--- config.mk ---
export PLATFORM = sky130hd
export DESIGN_NAME = eight_bit_period_timer
export DESIGN_NICKNAME = d
export VERILOG_FILES = /design/src/logic/period_timer_pkg.sv /design/src/logic/ers_sync.sv /design/src/logic/eight_bit_period_timer.sv
export SDC_FILE = /design/constraint.sdc
export NUM_CORES = 1
export LEC_CHECK = 0
export BUFFER_PORTS_ARGS = -buffer_cell sky130_fd_sc_hd__buf_4
export CAP_MARGIN = 20
export CORE_ASPECT_RATIO = 0.8
export CORE_MARGIN = 10
export CORE_UTILIZATION = 40
export CTS_BUF_LIST = sky130_fd_sc_hd__clkbuf_16
export DETAILED_ROUTE_END_ITERATION = 16
export GPL_TIMING_DRIVEN = 1
export SYNTH_ARGS = -nofsm -noshare
export SYNTH_HDL_FRONTEND = slang
export SYNTH_SLANG_ARGS = --single-unit
--- constraint.sdc ---
create_clock -name core_clk -period 4.9 [get_ports core_clk]
set_input_delay 0.49 -clock core_clk [delete_from_list [all_inputs] [get_ports core_clk]]
set_output_delay 0.49 -clock core_clk [all_outputs]
set_load 0.1 [all_outputs]
--- src/logic/period_timer_pkg.sv ---
/*
  Shared constants and carrier types for the three-channel 8-bit period timer.
  Assumes a single core clock domain and software writes as one-cycle strobes.
*/
package period_timer_pkg;

  // ****************************************
  // Sizes
  // ****************************************
  localparam int NUM_TIMERS = 3;
  localparam int CNT_W = 8;
  localparam int PRE_W = 7;
  localparam int PRE_SEL_W = 3;
  localparam int POST_W = 4;
  localparam int MODE_W = 5;

  // ****************************************
  // Reset values
  // ****************************************
  localparam logic [CNT_W-1:0] COUNT_RST = 8'h00;
  localparam logic [CNT_W-1:0] PERIOD_RST = 8'hFF;
  localparam logic [MODE_W-1:0] MODE_RST = 5'h00;
  localparam logic [PRE_W-1:0] PRE_ONE = 7'h01;

  // ****************************************
  // Mode field layout and codes
  // ****************************************
  localparam int MODE_CLASS_HI = 4;
  localparam int MODE_CLASS_LO = 3;
  localparam int MODE_SUB_HI = 2;
  localparam int MODE_SUB_LO = 0;

  localparam logic [1:0] CLASS_FREE = 2'h0;
  localparam logic [1:0] CLASS_ONESHOT = 2'h1;
  localparam logic [1:0] CLASS_MONO = 2'h2;

  localparam logic [2:0] SUB_SOFT = 3'h0;
  localparam logic [2:0] SUB_GATE_HI = 3'h1;
  localparam logic [2:0] SUB_GATE_LO = 3'h2;
  localparam logic [2:0] SUB_ANY_EDGE = 3'h3;
  localparam logic [2:0] SUB_RISE = 3'h4;
  localparam logic [2:0] SUB_FALL = 3'h5;
  localparam logic [2:0] SUB_LOW_LVL = 3'h6;
  localparam logic [2:0] SUB_HIGH_LVL = 3'h7;

  // ****************************************
  // Carrier types
  // ****************************************
  typedef struct packed {
    logic timer_run_bit;
    logic [PRE_SEL_W-1:0] prescale_sel;
    logic [POST_W-1:0] postscale_match_field;
  } control_reg_t;

  typedef struct packed {
    logic count_wr;
    logic [CNT_W-1:0] count_data;
    logic control_wr;
    control_reg_t control_data;
    logic period_wr;
    logic [CNT_W-1:0] period_data;
    logic limit_wr;
    logic [MODE_W-1:0] limit_mode;
    logic flag_clr;
  } sw_req_t;

  typedef struct packed {
    logic [CNT_W-1:0] count_reg;
    logic [CNT_W-1:0] period_reg;
    logic timer_run_bit;
    logic postscaled_pulse;
    logic period_flag;
  } timer_status_t;

endpackage

--- src/logic/ers_sync.sv ---
/*
  Two-stage synchroniser for one asynchronous input (an external reset signal or the debug freeze level).
  Assumes the input may change at any time relative to core_clk.
*/
`timescale 1ns/1ns
`default_nettype none

module ers_sync (
  input wire logic core_clk,
  input wire logic rst,
  input wire logic async_in,
  output logic sync_out
);

  logic meta_r;
  logic stable_r;

  // ****************************************
  // Synchroniser chain
  // ****************************************
  always_ff @(posedge core_clk or posedge rst) begin
    if (rst) begin
      meta_r <= 1'b0;
      stable_r <= 1'b0;
    end else begin
      meta_r <= async_in;
      stable_r <= meta_r;
    end
  end

  assign sync_out = stable_r;

endmodule

`default_nettype wire

--- src/logic/eight_bit_period_timer.sv ---
/*
  Three identical 8-bit period timers with prescaler, shadowed period,
  postscaler, hardware gate/reset modes, one-shot and monostable operation.
  Assumes software strobes arrive on core_clk; external reset signals and the
  debug freeze level may be asynchronous and are synchronised here.
*/
`timescale 1ns/1ns
`default_nettype none

module eight_bit_period_timer
  import period_timer_pkg::*;
(
  input wire logic core_clk,
  input wire logic rst,
  input wire logic debug_freeze,
  input wire logic [NUM_TIMERS-1:0] external_reset_signal,
  input wire sw_req_t [NUM_TIMERS-1:0] sw_req,
  output var timer_status_t [NUM_TIMERS-1:0] status
);

  logic freeze_sync;

  // ****************************************
  // Debug freeze synchroniser
  // ****************************************
  ers_sync u_freeze_sync (
    .core_clk(core_clk),
    .rst(rst),
    .async_in(debug_freeze),
    .sync_out(freeze_sync)
  );

  // ****************************************
  // Timer channels
  // ****************************************
  genvar ch;
  generate
    for (ch = 0; ch < NUM_TIMERS; ch = ch + 1) begin : g_timer

      typedef enum logic [1:0] {
        ST_IDLE,
        ST_RUN,
        ST_DONE
      } run_state_t;

      run_state_t state_r;
      run_state_t state_nxt;

      logic ers_level;
      logic ers_hold_r;
      logic ers_prev_r;
      logic ers_rise;
      logic ers_fall;
      logic ers_any;

      logic [CNT_W-1:0] count_r;
      logic [CNT_W-1:0] count_nxt;
      logic [CNT_W-1:0] period_r;
      logic [CNT_W-1:0] shadow_r;
      logic [MODE_W-1:0] mode_r;
      control_reg_t ctrl_r;
      logic run_r;
      logic run_nxt;
      logic [PRE_W-1:0] pre_r;
      logic [PRE_W-1:0] pre_max;
      logic [POST_W-1:0] post_r;
      logic [POST_W-1:0] post_nxt;
      logic pulse_r;
      logic flag_r;

      logic [1:0] mode_class;
      logic [2:0] mode_sub;
      logic is_free;
      logic is_oneshot;
      logic is_mono;
      logic is_level_mode;
      logic soft_start;
      logic start_edge;
      logic start_hit;
      logic reset_evt;
      logic gate_ok;
      logic tick;
      logic match;
      logic count_en;
      logic period_evt;
      logic post_hit;
      logic scaler_clr;
      logic shadow_load;

      // ****************************************
      // External reset input path
      // ****************************************
      ers_sync u_ers_sync (
        .core_clk(core_clk),
        .rst(rst),
        .async_in(external_reset_signal[ch]),
        .sync_out(ers_level)
      );

      // Frozen level is held so no edge or level change is seen
      always_ff @(posedge core_clk or posedge rst) begin
        if (rst) begin
          ers_hold_r <= 1'b0;
          ers_prev_r <= 1'b0;
        end else begin
          ers_hold_r <= freeze_sync ? ers_hold_r : ers_level;
          ers_prev_r <= ers_hold_r;
        end
      end

      assign ers_rise = ers_hold_r & ~ers_prev_r;
      assign ers_fall = ~ers_hold_r & ers_prev_r;
      assign ers_any = ers_rise | ers_fall;

      // ****************************************
      // Mode decode
      // ****************************************
      assign mode_class = mode_r[MODE_CLASS_HI:MODE_CLASS_LO];
      assign mode_sub = mode_r[MODE_SUB_HI:MODE_SUB_LO];
      assign is_free = (mode_class == CLASS_FREE);
      assign is_oneshot = (mode_class == CLASS_ONESHOT);
      assign is_mono = (mode_class == CLASS_MONO) &&
                       ((mode_sub == SUB_GATE_HI) || (mode_sub == SUB_GATE_LO) ||
                        (mode_sub == SUB_ANY_EDGE));
      assign is_level_mode = (mode_class == CLASS_MONO) && (mode_sub == SUB_LOW_LVL);

      // Start condition for triggered modes
      assign soft_start = is_oneshot && (mode_sub == SUB_SOFT);
      assign start_edge =
        (mode_sub == SUB_GATE_HI) ? ers_rise :
        (mode_sub == SUB_GATE_LO) ? ers_fall :
        (mode_sub == SUB_ANY_EDGE) ? ers_any :
        (mode_sub == SUB_RISE) ? ers_rise :
        (mode_sub == SUB_FALL) ? ers_fall :
        (mode_sub == SUB_LOW_LVL) ? (is_oneshot ? ers_rise : ers_hold_r) :
        (mode_sub == SUB_HIGH_LVL) ? ers_fall :
        1'b0;
      assign start_hit = soft_start | ((is_oneshot | is_mono | is_level_mode) & start_edge);

      // Hardware reset condition of the count
      assign reset_evt = run_r & (
        (is_free && (mode_sub == SUB_ANY_EDGE) && ers_any) ||
        ((is_free || is_oneshot) && (mode_sub == SUB_RISE) && ers_rise) ||
        ((is_free || is_oneshot) && (mode_sub == SUB_FALL) && ers_fall) ||
        ((is_free || is_oneshot || is_level_mode) && (mode_sub == SUB_LOW_LVL) &&
         !ers_hold_r) ||
        ((is_free || is_oneshot) && (mode_sub == SUB_HIGH_LVL) && ers_hold_r));

      // Hardware gate in free-running gate modes
      assign gate_ok =
        (is_free && (mode_sub == SUB_GATE_HI)) ? ers_hold_r :
        (is_free && (mode_sub == SUB_GATE_LO)) ? !ers_hold_r :
        1'b1;

      // ****************************************
      // Prescaler
      // ****************************************
      assign pre_max = PRE_W'((PRE_ONE << ctrl_r.prescale_sel) - PRE_ONE);
      assign tick = (pre_r == pre_max);

      assign scaler_clr = sw_req[ch].count_wr | sw_req[ch].control_wr | reset_evt;

      always_ff @(posedge core_clk or posedge rst) begin
        if (rst) begin
          pre_r <= '0;
        end else if (scaler_clr) begin
          pre_r <= '0;
        end else begin
          pre_r <= tick ? '0 : PRE_W'(pre_r + PRE_ONE);
        end
      end

      // ****************************************
      // Count and period compare
      // ****************************************
      assign match = (count_r == shadow_r);
      assign count_en = (state_r == ST_RUN) && tick && gate_ok && !reset_evt;
      assign period_evt = count_en && match;

      always_comb begin
        count_nxt = count_r;
        if (sw_req[ch].count_wr) begin
          count_nxt = sw_req[ch].count_data;
        end else if (reset_evt) begin
          count_nxt = COUNT_RST;
        end else if (period_evt) begin
          count_nxt = COUNT_RST;
        end else if (count_en) begin
          count_nxt = CNT_W'(count_r + 8'h01);
        end
      end

      always_ff @(posedge core_clk or posedge rst) begin
        if (rst) begin
          count_r <= COUNT_RST;
        end else begin
          count_r <= count_nxt;
        end
      end

      // ****************************************
      // Period register and shadow
      // ****************************************
      assign shadow_load = sw_req[ch].count_wr | sw_req[ch].control_wr | reset_evt |
                           (match & tick);

      always_ff @(posedge core_clk or posedge rst) begin
        if (rst) begin
          period_r <= PERIOD_RST;
          shadow_r <= PERIOD_RST;
        end else begin
          if (sw_req[ch].period_wr) begin
            period_r <= sw_req[ch].period_data;
          end
          if (shadow_load) begin
            shadow_r <= period_r;
          end
        end
      end

      // ****************************************
      // Postscaler, pulse and flag
      // ****************************************
      assign post_hit = (post_r == ctrl_r.postscale_match_field);

      always_comb begin
        post_nxt = post_r;
        if (scaler_clr) begin
          post_nxt = '0;
        end else if (period_evt) begin
          post_nxt = post_hit ? '0 : POST_W'(post_r + 4'h1);
        end
      end

      always_ff @(posedge core_clk or posedge rst) begin
        if (rst) begin
          post_r <= '0;
          pulse_r <= 1'b0;
          flag_r <= 1'b0;
        end else begin
          post_r <= post_nxt;
          if (scaler_clr) begin
            pulse_r <= 1'b0;
          end else if (tick) begin
            pulse_r <= period_evt & post_hit;
          end
          if (period_evt & post_hit) begin
            flag_r <= 1'b1;
          end else if (sw_req[ch].flag_clr) begin
            flag_r <= 1'b0;
          end
        end
      end

      // ****************************************
      // Control, mode and run bit
      // ****************************************
      always_comb begin
        run_nxt = run_r;
        if (sw_req[ch].control_wr) begin
          run_nxt = sw_req[ch].control_data.timer_run_bit;
        end else if (is_oneshot && period_evt) begin
          run_nxt = 1'b0;
        end
      end

      always_ff @(posedge core_clk or posedge rst) begin
        if (rst) begin
          ctrl_r <= '0;
          mode_r <= MODE_RST;
          run_r <= 1'b0;
        end else begin
          if (sw_req[ch].control_wr) begin
            ctrl_r <= sw_req[ch].control_data;
          end
          if (sw_req[ch].limit_wr) begin
            mode_r <= sw_req[ch].limit_mode;
          end
          run_r <= run_nxt;
        end
      end

      // ****************************************
      // Run state
      // ****************************************
      always_comb begin
        state_nxt = state_r;
        if (!run_r) begin
          state_nxt = ST_IDLE;
        end else begin
          unique case (state_r)
            ST_IDLE: begin
              if (is_free || start_hit) begin
                state_nxt = ST_RUN;
              end
            end
            ST_RUN: begin
              if (is_level_mode && !ers_hold_r) begin
                state_nxt = ST_IDLE;
              end else if (period_evt && is_oneshot) begin
                state_nxt = ST_DONE;
              end else if (period_evt && is_mono) begin
                state_nxt = ST_IDLE;
              end
            end
            ST_DONE: begin
              state_nxt = ST_DONE;
            end
          endcase
        end
      end

      always_ff @(posedge core_clk or posedge rst) begin
        if (rst) begin
          state_r <= ST_IDLE;
        end else begin
          state_r <= state_nxt;
        end
      end

      // ****************************************
      // Status outputs
      // ****************************************
      assign status[ch].count_reg = count_r;
      assign status[ch].period_reg = period_r;
      assign status[ch].timer_run_bit = run_r;
      assign status[ch].postscaled_pulse = pulse_r;
      assign status[ch].period_flag = flag_r;

    end
  endgenerate

endmodule

`default_nettype wire

# ---- After elaboration in Yosys (flattened, before gate mapping)
# Index checks and enable logic that the tools add are counted.
dict set report totals {
  reg_bits 170
  in_bits 108
  output_inout_bits 57
  elab_cells 377
}
dict set report classes {
  add_sub_neg 12
  eq_ne 48
  shifts 3
  n_mux 93
  bitwise_logic 45
  n_reduce_logical 126
}
# cell count
set ops {}
lappend ops {{8-bit 2-to-1 mux} 12}
lappend ops {{1-bit logical AND} 66}
lappend ops {{1-bit 2-to-1 mux} 48}
lappend ops {{7-bit 2-to-1 mux} 6}
lappend ops {{3-bit == test (second input constant)} 12}
lappend ops {{4-bit 2-to-1 mux} 9}
lappend ops {{2-bit 2-to-1 mux} 15}
lappend ops {{1-bit logical OR} 27}
lappend ops {{8-bit by 1-bit adder with 8-bit output (second input constant)} 3}
lappend ops {{8-bit == test} 3}
lappend ops {{2-bit nonzero test} 12}
lappend ops {{7-bit by 1-bit adder with 7-bit output (second input constant)} 3}
lappend ops {{7-bit == test} 3}
lappend ops {{1-bit bitwise OR} 21}
lappend ops {{1-bit by 3-bit << shifter with 7-bit output (first input constant)} 3}
lappend ops {{7-bit by 1-bit subtractor with 7-bit output (second input constant)} 3}
lappend ops {{1-bit AND} 18}
lappend ops {{3-bit by 2-bit == test with 1-bit output (second input constant)} 6}
lappend ops {{2-bit one-hot mux with 3 select lines} 3}
lappend ops {{5-bit by 2-bit inequality test with 1-bit output (second input constant)} 3}
lappend ops {{4-bit by 1-bit adder with 4-bit output (second input constant)} 3}
lappend ops {{2-bit by 1-bit == test with 1-bit output (second input constant)} 6}
lappend ops {{2-bit == test (second input constant)} 6}
lappend ops {{4-bit == test} 3}
lappend ops {{other kinds (8)} 33}

# ---- Longest topological paths before layout
# Gate-level depths: netlist of the first run.
dict set report depth {
  ltp_word 18
  mapped_depth 14
  depth_no_buf 10
}

# ---- Modules after synthesis
# A second synthesis of the first run with hierarchy kept.
dict set report unflattened {
  cells_unflattened 931
  hier_area_um2 9561.7
}
# mod instances cells_each area_per_inst_um2
set modules_own_cells {}
lappend modules_own_cells {eight_bit_period_timer 1 919 9346.5}
lappend modules_own_cells {ers_sync 4 3 53.8}

# ---- Least setup slack after synthesis of the first run
# Ideal clock, no wire load.
dict set report synth_path {
  kind {reg-to-reg}
  startpoint {reg g_timer[2].ctrl_r[5] in the netlist's numbering}
  endpoint {reg g_timer[2].post_r[1]}
  setup_ns 0.077
  arrival_ns 3.132
  t_required_ns 4.823
  slack_ns 1.691
  path_stages_with_launch 13
  n_path_buf 3
  cell_sequence {dfrtp_1 > clkbuf_1 > or3_1 > ha_1 > clkbuf_1 > nor3_1 > o211ai_1 > a311o_1 > a211o_1 > clkbuf_1 > or2_2 > or3b_2 > a21oi_1}
}
dict set report synth_via {
  elab_chain_len 8
}
# element line_no
set synth_lines {}
lappend synth_lines {{start, declared} eight_bit_period_timer.sv:61} ;# control_reg_t ctrl_r;
lappend synth_lines {{start signal, assigned} eight_bit_period_timer.sv:274} ;# ctrl_r <= sw_req[ch].control_data;
lappend synth_lines {{1-bit by 3-bit << shifter with 7-bit output} eight_bit_period_timer.sv:158} ;# assign pre_max = PRE_W'((PRE_ONE << ctrl_r.prescale_sel) - PRE_ONE);
lappend synth_lines {{7-bit by 1-bit subtractor with 7-bit output} eight_bit_period_timer.sv:158}
lappend synth_lines {{7-bit == test} eight_bit_period_timer.sv:159} ;# assign tick = (pre_r == pre_max);
lappend synth_lines {{1-bit logical AND (3 in a row)} eight_bit_period_timer.sv:177} ;# assign count_en = (state_r == ST_RUN) && tick && gate_ok && !reset_evt;
lappend synth_lines {{1-bit logical AND} eight_bit_period_timer.sv:178} ;# assign period_evt = count_en && match;
lappend synth_lines {{2-bit nonzero test (no line)} n/a}
lappend synth_lines {{end signal, assigned} eight_bit_period_timer.sv:241} ;# post_r <= post_nxt;
lappend synth_lines {{end, declared} eight_bit_period_timer.sv:66} ;# logic [POST_W-1:0] post_r;
# Every way passes these cells.
# A chain may end at the register's enable or synchronous reset.

# ---- Final worst setup path of the first run
dict set report layout_path {
  startpoint {reg g_timer[1].ctrl_r[6] in the netlist's numbering}
  endpoint {reg g_timer[1].post_r[3]}
}
dict set report layout_via {
  elab_chain_len 8
}
# element line_no
set layout_lines {}
lappend layout_lines {{start, declared} eight_bit_period_timer.sv:61}
lappend layout_lines {{start signal, assigned} eight_bit_period_timer.sv:274}
lappend layout_lines {{1-bit by 3-bit << shifter with 7-bit output} eight_bit_period_timer.sv:158}
lappend layout_lines {{7-bit by 1-bit subtractor with 7-bit output} eight_bit_period_timer.sv:158}
lappend layout_lines {{7-bit == test} eight_bit_period_timer.sv:159}
lappend layout_lines {{1-bit logical AND (3 in a row)} eight_bit_period_timer.sv:177}
lappend layout_lines {{1-bit logical AND} eight_bit_period_timer.sv:178}
lappend layout_lines {{2-bit nonzero test (no line)} n/a}
lappend layout_lines {{end signal, assigned} eight_bit_period_timer.sv:241}
lappend layout_lines {{end, declared} eight_bit_period_timer.sv:66}
# Every way passes these cells.

==> results of run 1 <==
-- cell usage in the layout, fill, tap and decap left out, drive strengths merged, types with 6 or more instances in the layout --
cell type,n
ha,27
nand2b,14
xor2,37
nor4,12
nor3,11
nor3b,13
o211ai,11
mux2,82
a221o,8
dfstp,48
o31ai,6
nor2,59
o21ai,44
and2,6
a21oi,35
buf,167
dfrtp,122
mux2i,14
or2,9
inv,42
nor2b,20
or3,8
a31oi,10
nand3,27
nand2,74
and3,17
xnor2,32
o221ai,8
clkbuf,19
-- per-layer routing --
layer,wire [um],share of wire (%),global-route usage [%]
met5,0,0,0
met4,189,0.82,3.86
met3,1570,6.8,5.04
met2,10200,44,23.1
met1,11000,48,21.3
-- critical path: cells and delay by family, from the launching register on --
family | cells | cell delay (ps)
simple gates | 4 | 1930
flops | 1 | 510
xor+xnor | 2 | 380
fa+ha+maj | 1 | 310
compound gates | 2 | 300
-- Yosys cell counts (5+ instances only) --
library cell and count:
xor2_1 37, o221ai_1 8, a221o_1 8, nor2b_1 20, xnor2_1 32, nor4b_1 5
inv_1 34, nand3_1 27, a31oi_1 10, and3_1 17, ha_1 27, a21oi_1 35
o31ai_1 6, nor4_1 12, nand3b_1 5, o211ai_1 11, or3_1 7, mux2i_1 14
dfrtp_1 122, dfstp_2 48, clkbuf_1 37, o41ai_1 5, o21ai_0 40, nor3_1 11
nor3b_1 13, buf_4 9, and2_1 6, nand2_1 74, nand4_1 5, or2_2 8
mux2_2 82, nand2b_1 14, a22o_1 5, nor2_1 59
-- final cells by class --
| type | count | area, sq um | share of cell area [%] |
|---|---|---|---|
| Tap cell | 312 | 390 | 3.42 |
| Clock buffer | 18 | 450 | 3.94 |
| Sequential cell | 170 | 4310 | 37.8 |
| Clock inverter | 14 | 106 | 0.931 |
| Inverter | 34 | 131 | 1.15 |
| Multi-Input combinational cell | 661 | 4760 | 41.7 |
| Timing Repair Buffer | 168 | 1270 | 11.1 |
-- cell families after synthesis --
kind of cell | after synthesis
AOI/OAI and AO/OA | 172
DFF | 170
xor gates and xnor gates | 69
buffers and inverters | 88
and+or+nand+nor | 297
adders and majority gates | 27
muxes | 96
-- worst max-delay path by stage --
stage                         start  cells after the start              endpoint
2_1_floorplan  g_timer[2].ctrl_r[5]                     12  g_timer[2].post_r[1]
3_3_place_gp   g_timer[1].ctrl_r[6]                      9  g_timer[1].post_r[3]
3_5_place_dp   g_timer[1].ctrl_r[6]                      9  g_timer[1].post_r[3]
4_1_cts        g_timer[1].ctrl_r[6]                      9  g_timer[1].post_r[3]
5_1_grt        g_timer[1].ctrl_r[6]                      9  g_timer[1].post_r[3]
6_report       g_timer[1].ctrl_r[6]                      9  g_timer[1].post_r[3]
-- state kept, by name (all words and copies together) (netlist names), 6 cells and up --
signal / count
g_timer.ctrl_r: 21
g_timer.period_r: 24
g_timer.post_r: 12
g_timer.mode_r: 15
g_timer.count_r: 24
g_timer.state_r: 6
g_timer.shadow_r: 24
g_timer.pre_r: 21
-- power groups by stage --
| stage | Sequential [uW] | Clock [uW] | Combinational, uW |
|---|---|---|---|
| floorplan | 1990 | 0 | 501 |
| global placement | 1750 | 0 | 1010 |
| detailed placement | 1760 | 0 | 1010 |
| CTS | 1730 | 1350 | 1020 |
| global route | 1760 | 1410 | 1090 |
| finish | 1730 | 1310 | 1010 |
-- metrics by stage --
| step | cells | cell area [sq um] | setup WS [ps] | total power [uW] |
|---|---|---|---|---|
| after floorplan | 919 | 9460 | 1690 | 2490 |
| after global routing | 1377 | 11400 | 1070 | 4260 |
| after CTS | 1376 | 11400 | 1400 | 4100 |
| final | 1377 | 11400 | 1390 | 4050 |
| after detailed placement | 1344 | 10900 | 1410 | 2770 |
| after global placement | 1344 | 10900 | 1580 | 2760 |
==> results.toml, run 1 <==
[pwr]
power_switching_uw = 1420
switching_share_pct = 35.2
p_leak_uw = 0.00490
irDropWorstVdd_mv = 0.245
p_comb_share_pct = 24.9
p_per_area_nw_per_um2 = 354
p_seq_share_pct = 42.7
internal-power_uw = 2620
clkPwrFrac_pct = 32.3

[sta]
worst_slew_pin_slew_ps = 997
rsz0062_at_grt = "no"
fin_crit_sh_pct = 71.7
finalHoldViolCount = 0
period_needed_ps = 3510
finalMaxSlewViolations = 0
maxSlewHeadroom_pct = 33.6
worst_hold_slack_ps = 158
setup_violations = 0
max_freq_ghz = 0.285
finalSetupTns_ps = 0
fin_skew_ps = 11.0

[critical_path]
cp_data_arrival_time_ps = 3880
r2r-end = "g_timer[1].post_r[3]"
reg2regPathDepth = 9
slowest_delay_ps = 580
path_max_fanout = 12
worstPathRequired_ps = 5270
worstPathCellList = "or3_1, ha_1, xor2_1, xnor2_1, o2111ai_1, nor4_1, nand3_1, or4_1, a21oi_1"
r2r-start = "g_timer[1].ctrl_r[6]"
endpoint_kind = "flop"
crit_type = "reg -> reg"
slowest_stage = "nor4_1"
start_kind = "flop"
r2r_setup_slack_ps = 1390

[min_path]
min_to = "g_timer[1].u_ers_sync.meta_r"
hold_path_depth = 1
worstHoldStart = "external_reset_signal[1]"
hp-class = "in -> reg"

[floorplanning]
num_io_pins = 165
dieWidth_um = 192
fp.coreArea_sq_um = 23300
row_count = 50
die_h_um = 158
initial_utilization_pct = 40.5
die-area_sq_um = 30200

[logic_synthesis]
synth.area.mux_share_pct = 11.2
synth_nets = 1054
yosysWarnings = 0
ys_ff_latch = 170
synth_xor_area_share_pct = 6.39
synth_area_leaders = "dfrtp_1 32%, dfstp_2 13%, mux2_2 9.8%"
synth-compound-area-share_pct = 12.7
synth_top_area_cell = "dfrtp_1"
yosysSeqAreaShare_pct = 45.6
synthArstFlopShare_pct = 100
synth.top_cell.area_share_pct = 32.3
syn_inst = 919
ys.flop_type = "dfrtp_1"
synth_area_sq_um = 9450
syn_avg_cell_area_sq_um = 10.3
synth_fa_ha_area_share_pct = 3.57
netlist-cell-type-count = 72
synth_edf_count = 0
synthSimpleGateAreaFrac_pct = 16.5
synth_top_family_by_area = "simple AND/OR/NAND/NOR gates"

[clock_tree]
cts_buffer_depth = 2
cts_buffers = 17
root_buffer = "clkbuf_16"
clkLatencyLatePin_ps = 440
post_cts_buffers = 0
cts_hold_buf = 0
tritoncts = "done"
clock_sinks = 170
path_clk_slew_ps = 80
cts_resized = 0
htree_levels = 4

[drt]
wl_per_cell_um = 16.7
vias = 7277
post-route-drc-count = 0
drt-total-wl_um = 22900
drt-initial-drc-count = 397
dr.pass1.iters = 5
vias_per_cell = 5.28
antenna_left = 0

[place]
port_buffers = 164
hpwl_um = 16700
gp_congestion = 0.806

[grt]
grt_max_degree = 171
grt_pass1_wl_um = 38100
antenna_found_initial = 0
grt-ovfl-total = 0
first_global_vias = 7369
grt_usage_pct = 15.5

[final_layout]
fill_cells = 2196
layout.nets = 1187
syn_to_final_growth_pct = 20.8
diodes = 0
fin_util_pct = 48.9
drive_gt1_share_pct = 32.6

[flow_run]
max_cap_violations = 0

[run_status]
status = "finished clean"
(Power assumes the default switching activity.)
==> inputs of run 2 (changes only) <==
clock period = 3.6 ns   (was 4.9 ns; I/O delays follow)
==> run 2 against run 1 <==
- sequential power is 36% higher
- clock power increased by 42%
- non-clock buffer count increased by 11
- setup slack lost 1100 ps
- sequential cell count unchanged
- core utilization grew 0.58 points
- critical path depth did not move
- critical path type unchanged
- critical endpoint is now g_timer[1].post_r[1]
- largest cell class unchanged
==> results.toml, run 2 (same netlist as run 1, synthesis figures left out) <==
[run_status]
status = "finished clean"

[drt]
drt-initial-drc-count = 445
drt-total-wl_um = 23000
dr.pass1.iters = 5
vias = 7287
post-route-drc-count = 0
antenna_left = 0
vias_per_cell = 5.25
wl_per_cell_um = 16.6

[clock_tree]
post_cts_buffers = 0
path_clk_slew_ps = 70
tritoncts = "done"
clkLatencyLatePin_ps = 430
htree_levels = 4
root_buffer = "clkbuf_16"
cts_buffers = 17
clock_sinks = 170
cts_buffer_depth = 2

[floorplanning]
initial_utilization_pct = 40.5
dieWidth_um = 192
die_h_um = 158
fp.coreArea_sq_um = 23300
row_count = 50
die-area_sq_um = 30200
num_io_pins = 165

[critical_path]
r2r-start = "g_timer[1].ctrl_r[6]"
r2r-end = "g_timer[1].post_r[1]"
crit_type = "reg -> reg"
cp_data_arrival_time_ps = 3680
worstPathRequired_ps = 3970
r2r_setup_slack_ps = 290
start_kind = "flop"
endpoint_kind = "flop"
reg2regPathDepth = 9
path_max_fanout = 12

[sta]
maxSlewHeadroom_pct = 32.8
rsz0062_at_grt = "no"
finalSetupTns_ps = 0
setup_violations = 0
worst_slew_pin_slew_ps = 995
max_freq_ghz = 0.302
worst_slack_ps = 288
fin_skew_ps = 9.63
finalHoldViolCount = 0
fin_crit_sh_pct = 92.0
finalMaxSlewViolations = 0
period_needed_ps = 3310

[place]
gp_congestion = 0.770
hpwl_um = 17100
port_buffers = 164
pre_cts_ws_ps = 294

[min_path]
hp-class = "in -> reg"
min_to = "u_freeze_sync.meta_r"
hold_path_depth = 1
worstHoldStart = "debug_freeze"

[pwr]
p_seq_share_pct = 42.0
p_comb_share_pct = 24.8
switching_share_pct = 33.6
internal-power_uw = 3720
clkPwrFrac_pct = 33.2
p_per_area_nw_per_um2 = 486
irDropWorstVdd_mv = 0.334
power_switching_uw = 1890
p_leak_uw = 0.00496

[final_layout]
final_cell_mix = "176 x buf_4, 122 x dfrtp_1, 82 x mux2_2, 74 x nand2_1, 59 x nor2_1"
diodes = 0
largestRegisters = "g_timer.count_r x24, g_timer.period_r x24, g_timer.shadow_r x24"
layout_commonest_cell = "buf_4"
drive_gt1_share_pct = 33.1
layout.nets = 1198
syn_to_final_growth_pct = 22.2

[grt]
antenna_found_initial = 0
first_global_vias = 7408
grt-ovfl-total = 0
grt_usage_pct = 15.7
grt_pass1_wl_um = 38600
grt_max_degree = 76

[flow_run]
max_cap_violations = 0
-- run 2: cell count changes in the layout (fill, tap and decap cells not counted), sizes merged --
cell	change
inv	-6
buf	+11
bufinv	+3
clkbuf	-2
dlygate4sd3	+1
clkinvlp	+4
-- run 2: repair_timing --
item | 4_1_cts | 5_1_grt
hold buffers | 1 | 0
endpoints found under the hold margin | 20 | 0
gates resized for setup | 0 | 1
setup endpoints to repair | 0 | 2
-- run 2: worst max path at each step --
stage | from | to | cells after the start
after floorplan | g_timer[2].ctrl_r[5] | g_timer[2].post_r[1] | 12
after global placement | g_timer[1].ctrl_r[6] | g_timer[1].count_r[7] | 9
after detailed placement | g_timer[1].ctrl_r[6] | g_timer[1].count_r[7] | 9
after CTS | g_timer[1].ctrl_r[6] | g_timer[1].count_r[7] | 9
after global routing | g_timer[1].ctrl_r[4] | g_timer[1].post_r[3] | 11
final | g_timer[1].ctrl_r[6] | g_timer[1].post_r[1] | 9
-- run 2: worst max-delay path: stages (launching register included) --
cell	delay (ps)
dfrtp_1	520
or3_1	440
ha_1	320
xor2_1	210
xnor2_1	180
o2111ai_1	160
or3_1	450
or2_4	320
or4_4	530
o21ai_2	120
-- run 2: through the flow --
| stage | instances | hold WS, ps | instance area, sq um | total power, uW | utilization [%] |
|---|---|---|---|---|---|
| 6_report | 1388 | 34.9 | 11600 | 5610 | 49.5 |
| 2_1_floorplan | 919 | 331 | 9460 | 3390 | - |
| 5_1_grt | 1388 | 8.23 | 11600 | 5910 | 49.5 |
| 3_5_place_dp | 1355 | 342 | 11000 | 3780 | 46.9 |
| 4_1_cts | 1388 | 3.50 | 11600 | 5680 | 49.5 |
| 3_3_place_gp | 1355 | 331 | 11000 | 3770 | 46.9 |
-- run 2: layout make-up --
cell class,count,area [sq um]
fill,2158,11800
clock inverter,15,163
clock buffer,17,425
inverter,34,131
tap,312,390
multi-input combinational,661,4760
sequential,170,4310
timing repair buffer,179,1370
-- run 2: power by group through the flow --
stage | Combinational [uW] | Clock [uW] | Sequential [uW]
2_1_floorplan | 683 | 0 | 2710
3_3_place_gp | 1380 | 0 | 2390
3_5_place_dp | 1390 | 0 | 2390
4_1_cts | 1400 | 1920 | 2360
5_1_grt | 1510 | 2010 | 2390
6_report | 1390 | 1860 | 2360
-- run 2: metal layers --
metal / wire, um / global-route usage [%] / share of wire [%] / vias to the layer above
met3: 1610 / 4.95 / 7.0 / 17
li1: - / - / - / 3559
met2: 9950 / 22.4 / 43 / 181
met5: 0 / 0 / 0 / -
met1: 11200 / 22.2 / 49 / 3530
met4: 230 / 4.23 / 1.0 / 0
